--- src/reset_cause_gain_calib_regs.svh ---
// Register offsets, field positions and reset values of the reset-cause,
// buffer gain and slope calibration bank. Included by the bank's RTL files.
`ifndef RESET_CAUSE_GAIN_CALIB_REGS_SVH
`define RESET_CAUSE_GAIN_CALIB_REGS_SVH

`define RC_OFFSET          4'h7
`define GAIN_OFFSET        4'hA
`define CALIB_OFFSET       4'hB

`define RC_POR_BIT         0
`define RC_TO_BIT          1
`define RC_POR_RESET       1'b1
`define RC_TO_RESET        1'b0

`define GAIN_MSB           4
`define GAIN_LSB           0
`define GAIN_RESET         5'h1A

`define CALIB_TRIM_MSB     7
`define CALIB_TRIM_LSB     3
`define CALIB_TRIM_RESET   5'h00

`define SLOPE_BASE         8'hCD
`define GAIN_UNITY_X100    10'h064
`define READ_ZERO          8'h00
`define SYNC_IDLE          1'b1

`endif

--- src/rcgc_pkg.sv ---
// Types shared by the reset-cause, gain and calibration register bank.
// Field widths are fixed here; the constants header supplies offsets, field positions and reset values.
package rcgc_pkg;
  typedef logic [3:0]        reg_addr_t;
  typedef logic [7:0]        reg_data_t;
  typedef logic [4:0]        gain_code_t;
  typedef logic [9:0]        gain_x100_t;
  typedef logic [4:0]        trim_code_t;
  typedef logic signed [7:0] slope_t;
endpackage

--- src/decode_if.sv ---
// Carries codes from the register bank to its decoder and the results back.
// Assumes both ends run on the same clock; the results are combinational.
`timescale 1ns/1ps
`default_nettype none
interface decode_if;
  import rcgc_pkg::*;
  gain_code_t gain_code;
  logic       buffer_enable;
  trim_code_t trim_code;
  gain_x100_t gain_x100;
  slope_t     slope;
  modport bank (output gain_code, output buffer_enable, output trim_code, input gain_x100, input slope);
  modport decoder (input gain_code, input buffer_enable, input trim_code, output gain_x100, output slope);
endinterface
`default_nettype wire

--- src/gain_slope_decode.sv ---
// Combinational decoder: buffer gain code to gain times 100, trim code to slope.
// Assumes the bank registers the results before they leave the block.
`timescale 1ns/1ps
`default_nettype none
`include "reset_cause_gain_calib_regs.svh"
module gain_slope_decode
  import rcgc_pkg::*;
(
  decode_if.decoder dec
);

  ////////////////////////////////////////////////////////////////////////////
  // Gain table, hundredths; unlisted codes fall back to unity
  function automatic gain_x100_t gain_of(input gain_code_t code);
    unique case (code)
      5'h01:   gain_of = 10'h0C8;
      5'h02:   gain_of = 10'h064;
      5'h03:   gain_of = 10'h043;
      5'h04:   gain_of = 10'h032;
      5'h05:   gain_of = 10'h028;
      5'h06:   gain_of = 10'h021;
      5'h07:   gain_of = 10'h01D;
      5'h08:   gain_of = 10'h019;
      5'h09:   gain_of = 10'h016;
      5'h0A:   gain_of = 10'h014;
      5'h11:   gain_of = 10'h3E8;
      5'h12:   gain_of = 10'h1F4;
      5'h13:   gain_of = 10'h14D;
      5'h14:   gain_of = 10'h0FA;
      5'h15:   gain_of = 10'h0C8;
      5'h16:   gain_of = 10'h0A7;
      5'h17:   gain_of = 10'h08F;
      5'h18:   gain_of = 10'h07D;
      5'h19:   gain_of = 10'h06F;
      5'h1A:   gain_of = 10'h064;
      default: gain_of = `GAIN_UNITY_X100;
    endcase
  endfunction

  ////////////////////////////////////////////////////////////////////////////
  // Bypassed buffer passes the signal at unity
  always_comb begin
    dec.gain_x100 = dec.buffer_enable ? gain_of(dec.gain_code) : `GAIN_UNITY_X100;
    dec.slope     = slope_t'(`SLOPE_BASE - {3'h0, dec.trim_code});
  end

endmodule // gain_slope_decode
`default_nettype wire

--- src/reset_cause_gain_calib_regs.sv ---
// Reset-cause, buffer gain and slope calibration registers of the sensor.
// Assumes a front end that turns SPI frames into one-cycle register strobes,
// a watchdog that pulses on time-out, and an OTP word already stable.
`timescale 1ns/1ps
`default_nettype none
`include "reset_cause_gain_calib_regs.svh"

module reset_cause_gain_calib_regs
  import rcgc_pkg::*;
(
  input  wire logic       clock,
  input  wire logic       rst_b,
  input  wire reg_addr_t  reg_addr,
  input  wire logic       reg_write,
  input  wire logic       reg_read,
  input  wire reg_data_t  reg_wdata,
  output var  reg_data_t  reg_rdata,
  input  wire logic       watchdog_timeout_event,
  input  wire logic       watchdog_trigger_pin,
  input  wire logic       buffer_select,
  input  wire trim_code_t otp_slope_trim,
  output var  logic       watchdog_timeout_flag,
  output var  logic       power_on_flag,
  output var  gain_code_t adc_buffer_gain,
  output var  gain_x100_t applied_gain_x100,
  output var  trim_code_t slope_trim_code,
  output var  slope_t     slope_lsb_per_k
);

  ////////////////////////////////////////////////////////////////////////////
  // Declarations
  logic       trig_s1;
  logic       trig_s2;
  logic       trig_s3;
  logic       trig_level;
  logic       next_trig_level;
  logic       trig_fall;
  logic       next_timeout;
  logic       next_por;
  gain_code_t next_gain;
  trim_code_t next_trim;
  reg_data_t  next_rdata;
  gain_x100_t next_applied;
  slope_t     next_slope;
  logic       wr_rc;
  logic       wr_gain;

  decode_if dec ();

  gain_slope_decode u_decode (
    .dec (dec.decoder)
  );

  assign dec.gain_code     = adc_buffer_gain;
  assign dec.buffer_enable = buffer_select;
  assign dec.trim_code     = slope_trim_code;

  ////////////////////////////////////////////////////////////////////////////
  // Trigger pin synchroniser; a level change counts once stages 2 and 3 agree
  // Stage 1 feeds only stage 2, so a metastable value never reaches the filter
  always_ff @(posedge clock or negedge rst_b) begin
    if (!rst_b) begin
      trig_s1    <= `SYNC_IDLE;
      trig_s2    <= `SYNC_IDLE;
      trig_s3    <= `SYNC_IDLE;
      trig_level <= `SYNC_IDLE;
    end else begin
      trig_s1    <= watchdog_trigger_pin;
      trig_s2    <= trig_s1;
      trig_s3    <= trig_s2;
      trig_level <= next_trig_level;
    end
  end

  // Filtered level and its falling edge
  // A low pulse shorter than one clock is filtered out and clears nothing
  always_comb begin
    next_trig_level = (trig_s2 == trig_s3) ? trig_s3 : trig_level;
    trig_fall       = trig_level && (trig_s2 == trig_s3) && !trig_s3;
  end

  ////////////////////////////////////////////////////////////////////////////
  // Write strobes, one per writable register
  // Read-only and unmapped offsets get none, so writes there vanish
  always_comb begin
    wr_rc   = reg_write && (reg_addr == `RC_OFFSET);
    wr_gain = reg_write && (reg_addr == `GAIN_OFFSET);
  end

  ////////////////////////////////////////////////////////////////////////////
  // Time-out flag: set by the watchdog, cleared by a trigger pin falling edge
  // A time-out pulse in the same cycle as a falling edge wins the flag, so a
  // reset cause is never lost to a coincident service of the watchdog
  always_comb begin
    if (watchdog_timeout_event) begin
      next_timeout = 1'b1;
    end else if (trig_fall) begin
      next_timeout = 1'b0;
    end else begin
      next_timeout = watchdog_timeout_flag;
    end
  end

  // Besides a pin fall, only power-on clears it; a watchdog master reset must not reach rst_b
  always_ff @(posedge clock or negedge rst_b) begin
    if (!rst_b) begin
      watchdog_timeout_flag <= `RC_TO_RESET;
    end else begin
      watchdog_timeout_flag <= next_timeout;
    end
  end

  ////////////////////////////////////////////////////////////////////////////
  // Power-on flag: writing 1 leaves it alone; only power-on sets it
  // Host clears it early, so a later power-on shows up as a return to 1
  // No set and clear can meet: the set is the asynchronous reset itself
  always_comb begin
    if (wr_rc && !reg_wdata[`RC_POR_BIT]) begin
      next_por = 1'b0;
    end else begin
      next_por = power_on_flag;
    end
  end

  // Power-on flag register
  always_ff @(posedge clock or negedge rst_b) begin
    if (!rst_b) begin
      power_on_flag <= `RC_POR_RESET;
    end else begin
      power_on_flag <= next_por;
    end
  end

  ////////////////////////////////////////////////////////////////////////////
  // Buffer gain code; upper write bits are dropped, they do not exist
  // Any five-bit code is kept, an undefined one decodes to unity
  always_comb begin
    next_gain = wr_gain ? reg_wdata[`GAIN_MSB:`GAIN_LSB] : adc_buffer_gain;
  end

  // Gain code register
  always_ff @(posedge clock or negedge rst_b) begin
    if (!rst_b) begin
      adc_buffer_gain <= `GAIN_RESET;
    end else begin
      adc_buffer_gain <= next_gain;
    end
  end

  ////////////////////////////////////////////////////////////////////////////
  // OTP trim copy and decoded results; registered so every output leaves a
  // flop, at the cost of one cycle of lag behind a new code
  always_comb begin
    next_trim    = otp_slope_trim;
    next_applied = dec.gain_x100;
    next_slope   = dec.slope;
  end

  // Trim has no defined reset value; zero keeps the slope at its base meanwhile
  always_ff @(posedge clock or negedge rst_b) begin
    if (!rst_b) begin
      slope_trim_code   <= `CALIB_TRIM_RESET;
      applied_gain_x100 <= `GAIN_UNITY_X100;
      slope_lsb_per_k   <= slope_t'(`SLOPE_BASE);
    end else begin
      slope_trim_code   <= next_trim;
      applied_gain_x100 <= next_applied;
      slope_lsb_per_k   <= next_slope;
    end
  end

  ////////////////////////////////////////////////////////////////////////////
  // Read mux; unimplemented bits and unmapped offsets read as zero
  always_comb begin
    next_rdata = reg_rdata;
    if (reg_read) begin
      next_rdata = `READ_ZERO;
      unique case (reg_addr)
        `RC_OFFSET: begin
          next_rdata[`RC_POR_BIT] = power_on_flag;
          next_rdata[`RC_TO_BIT]  = watchdog_timeout_flag;
        end
        `GAIN_OFFSET: begin
          next_rdata[`GAIN_MSB:`GAIN_LSB] = adc_buffer_gain;
        end
        `CALIB_OFFSET: begin
          next_rdata[`CALIB_TRIM_MSB:`CALIB_TRIM_LSB] = slope_trim_code;
        end
        default: begin
          next_rdata = `READ_ZERO;
        end
      endcase
    end
  end

  ////////////////////////////////////////////////////////////////////////////
  // Read data register; holds the last read until the next one
  // rst_b is the power-on reset, watchdog reset must not reach here
  always_ff @(posedge clock or negedge rst_b) begin
    if (!rst_b) begin
      reg_rdata <= `READ_ZERO;
    end else begin
      reg_rdata <= next_rdata;
    end
  end

endmodule // reset_cause_gain_calib_regs
`default_nettype wire

--- config.mk ---
export PLATFORM = sky130hd
export DESIGN_NAME = reset_cause_gain_calib_regs
export DESIGN_NICKNAME = d
export VERILOG_FILES = /design/src/rcgc_pkg.sv /design/src/decode_if.sv /design/src/gain_slope_decode.sv /design/src/reset_cause_gain_calib_regs.sv
export VERILOG_INCLUDE_DIRS = /design/src
export SDC_FILE = /design/constraint.sdc
export NUM_CORES = 1
export LEC_CHECK = 0
export BUFFER_PORTS_ARGS = -buffer_cell sky130_fd_sc_hd__buf_4
export CELL_PAD_IN_SITES_DETAIL_PLACEMENT = 0
export CELL_PAD_IN_SITES_GLOBAL_PLACEMENT = 1
export CORE_ASPECT_RATIO = 1.75
export CORE_MARGIN = 1
export CORE_UTILIZATION = 42
export CTS_BUF_LIST = sky130_fd_sc_hd__clkbuf_16
export DETAILED_ROUTE_END_ITERATION = 12
export PLACE_DENSITY_LB_ADDON = 0.1
export SETUP_SLACK_MARGIN = 0.1
export SYNTH_ARGS = -nofsm -noshare
export SYNTH_HDL_FRONTEND = slang
export SYNTH_HIERARCHICAL = 1
export SYNTH_SLANG_ARGS = --single-unit
--- constraint.sdc ---
create_clock -name clock -period 2.7 [get_ports clock]
set_input_delay 0.81 -clock clock [delete_from_list [all_inputs] [get_ports clock]]
set_output_delay 0.81 -clock clock [all_outputs]
set_load 0.02 [all_outputs]
==> impl_metrics.csv <==
group,metric,value,unit
logic_synthesis,synth_area_leader_cell,"dfrtp_1",
logic_synthesis,mappedNetlistArea,1933,um2
logic_synthesis,post_synth.cell_area_avg,11.79,um2
logic_synthesis,postSynth.asyncResetShare,1.000,
critical_path,timing.critical_path.from_type,"register",
die,top_level_port_count,62,
finish,layout.cells.most_common_list,"59 x buf_4, 26 x dfrtp_1, 16 x dfstp_2",
logic_synthesis,ys_warn_count,6,
detailed_routing,drc_errors,0,
critical_path,cp_cell_sequence,"buf_4",
logic_synthesis,netlist_instances,164,
critical_path,regToRegSetupSlack,850,ps
global_route,grt_max_degree,43,
placement,numPortBuffers,58,
power,vdd.ir_drop.worst,0.5660,mV
finish,num_antenna_cells,0,
cts,ctsHtreeMaxLevel,2,
finish,finalNetCount,253,
die,initial_core_util,0.4389,
timing,setup_violations,0,
worst_hold_path,worstHoldEndpoint,"trig_s2$_DFF_PN1_",
logic_synthesis,synth_nets,196,
timing,hold_viol_final,0,
critical_path,cpPeakStageDelay,770,ps
timing,achievable-frequency,482.2,MHz
detailed_routing,initialDrtViolationCount,30,
logic_synthesis,synth_enable_flop_cells,0,
worst_hold_path,hold_path_startpoint,"trig_s1$_DFF_PN1_",
cts,cts-buffers-inserted,5,
cts,cts_root_buf,"clkbuf_16",
critical_path,critical_path.n_buffers_inverters,1,
timing,finalWorstPathRequiredPeriod,2074,ps
critical_path,ff2ff_path_depth,5,
logic_synthesis,ys_seq_area_frac,0.5540,
logic_synthesis,yosys_most_used_dff,"dfrtp_1",
critical_path,crit_fanout,22,
job,maxCapViolCount,0,
timing,final.period_utilization,0.7681,
critical_path,highest_delay_cell_along_the_critical_path,"dfstp_2",
detailed_routing,detail-route-antenna-nets,0,
die,coreArea,4404,um2
critical_path,worst_ep_arrival_time,1260,ps
detailed_routing,vias_per_cell,5.209,
global_route,grt.overflow.total,0,
worst_hold_path,holdPathStages,0,
logic_synthesis,synth_top_area_share,0.3366,
finish,drive_gt1_frac,0.4099,
detailed_routing,vias,1422,
finish,layout.core_utilization,0.5727,
die,die_h,91.75,um
global_route,grt_pass1_vias,1357,
finish,mostFrequentLayoutCell,"buf_4",
placement,routabilityCongestion,0.7011,
die,chipWidth,53.29,um
critical_path,cpLargestDelayFamily,"flip-flops",
power,total_power,1852,uW
die,placementRows,32,
critical_path,crit_type,"register to output pin",
cts,clk_latency,270,ps
global_route,grt_antenna_before_repair,0,
cts,cts_post_setup_buffers_inserted,0,
cts,cts_tree,"yes",
worst_hold_path,timing.hold.worst.class,"register to register",
placement,dp_hpwl,3028,um
critical_path,cp_data_required_time,1890,ps
detailed_routing,drt_pre_antenna_iters,4,
cts,cts.repair.resized,0,
timing,setup_repair_after_global_routing_missed_its_margin,"false",
global_route,grt_usage,0.1849,
cts,numClockSinks,42,
cts,cts-hold-fix-buffers,0,
timing,layout_setup_ws,626.1,ps
logic_synthesis,synth_cell_types,48,
detailed_routing,drt_wl_total,4156,um
die,die-area,4889,um2
finish,flow.area_growth_from_synthesis,30.49,%
timing,relSlewSlack,0.6475,
global_route,grt_first_pass_wirelength,6520,um
critical_path,timing.rr.end,"applied_gain_x100[3]$_DFF_PN0_",
placement,dp_worst_setup_slack,863.9,ps
cts,worst_setup_hold_path_clk_slew,60,ps
critical_path,timing.rr.start,"adc_buffer_gain[1]$_DFFE_PN1P_",
timing,fin_setup_tns,0,ps
critical_path,critical_path.endpoint_type,"output pin",
timing,final-max-slew-violation-count,0,
timing,finalHoldWorstSlack,358.1,ps
logic_synthesis,synth_seq_cells,42,
power,static-leakage-power,0.001206,uW
detailed_routing,wl_per_cell,15.22,um
logic_synthesis,synth_top_cells_by_area,"dfrtp_1 34%, dfstp_2 22%, ha_1 5.2%",
timing,timing.clock.skew,5.072,ps
run_status,run_status,"finished clean",
timing,worst_slew_pin_slew,528.7,ps
cts,cts_buffer_depth,2,
power,powerDensity,734.1,nW/um2
## cell families after synthesis
| family | share of synthesized area |
|---|---|
| other | 0.001940 |
| XOR/XNOR | 0.009063 |
| AND/OR/NAND/NOR | 0.1482 |
| multiplexers | 0.06602 |
| AO/OA/AOI/OAI | 0.1139 |
| adder cells (fa/ha/maj) | 0.05696 |
| buffers and inverters | 0.04983 |
| flip-flops | 0.5540 |
## cell usage after synthesis, drive strengths merged, types with 2 or more instances
master	instances
and2	2
a21o	3
o221ai	2
and2b	2
mux2	7
dfstp	16
o21ai	8
dfrtp	26
mux2i	3
nor3b	3
nand3	5
o211ai	3
nand2	10
nand2b	2
inv	11
nor3	3
nor2b	5
nor2	9
ha	8
nand3b	2
a21oi	2
buf	8
o22ai	3
xnor2	2
nand4b	2
## flip-flops by register name, indices dropped and copies added, names as in the netlist
register	count
applied_gain_x100	10
reg_rdata	8
slope_lsb_per_k	8
adc_buffer_gain	5
slope_trim_code	5
power_on_flag	1
trig_level	1
trig_s1	1
trig_s2	1
trig_s3	1
watchdog_timeout_flag	1
## per-layer routing
layer | part of all wire | wire length, um | track usage | vias to the layer above
li1 | - | - | - | 679
met1 | 0.37 | 1541 | 0.1998 | 703
met2 | 0.58 | 2426 | 0.3333 | 38
met3 | 0.037 | 153 | 0.04478 | 2
met4 | 0.0087 | 36 | 0.05921 | 0
met5 | 0 | 0 | 0 | -
## cell type report
type,count,area [um2]
Multi-Input combinational cell,102,765.7
Fill cell,392,1882
Timing Repair Buffer,59,442.9
Clock buffer,5,125.1
Clock inverter,3,12.51
Inverter,11,41.29
Sequential cell,42,1071
Tap cell,51,63.81
## power breakdown
group / internal, uW / switching [uW]
combinational: 233 / 267
clock: 333 / 210
sequential: 722 / 86.8
## how the worst max path moves through the flow
stage | start | end | slack [ps] | cells past startpoint
5_1_grt | adc_buffer_gain[3]$_DFFE_PN1P_ | adc_buffer_gain[3] | 570 | 1
3_5_place_dp | adc_buffer_gain[1]$_DFFE_PN1P_ | applied_gain_x100[3]$_DFF_PN0_ | 860 | 5
2_1_floorplan | reg_addr[2] | adc_buffer_gain[0]$_DFFE_PN0P_ | 1040 | 3
4_1_cts | adc_buffer_gain[3]$_DFFE_PN1P_ | adc_buffer_gain[3] | 600 | 1
6_report | adc_buffer_gain[3]$_DFFE_PN1P_ | adc_buffer_gain[3] | 630 | 1
3_3_place_gp | reg_addr[2] | adc_buffer_gain[2]$_DFFE_PN0P_ | 880 | 4
## stage by stage
step                std cells  area [um2]
floorplan                 164        1933
global placement          265        2385
detailed placement        265        2385
CTS                       273        2522
global route              273        2522
finish                    273        2522
No activity file was read; power rests on OpenSTA's default activity.
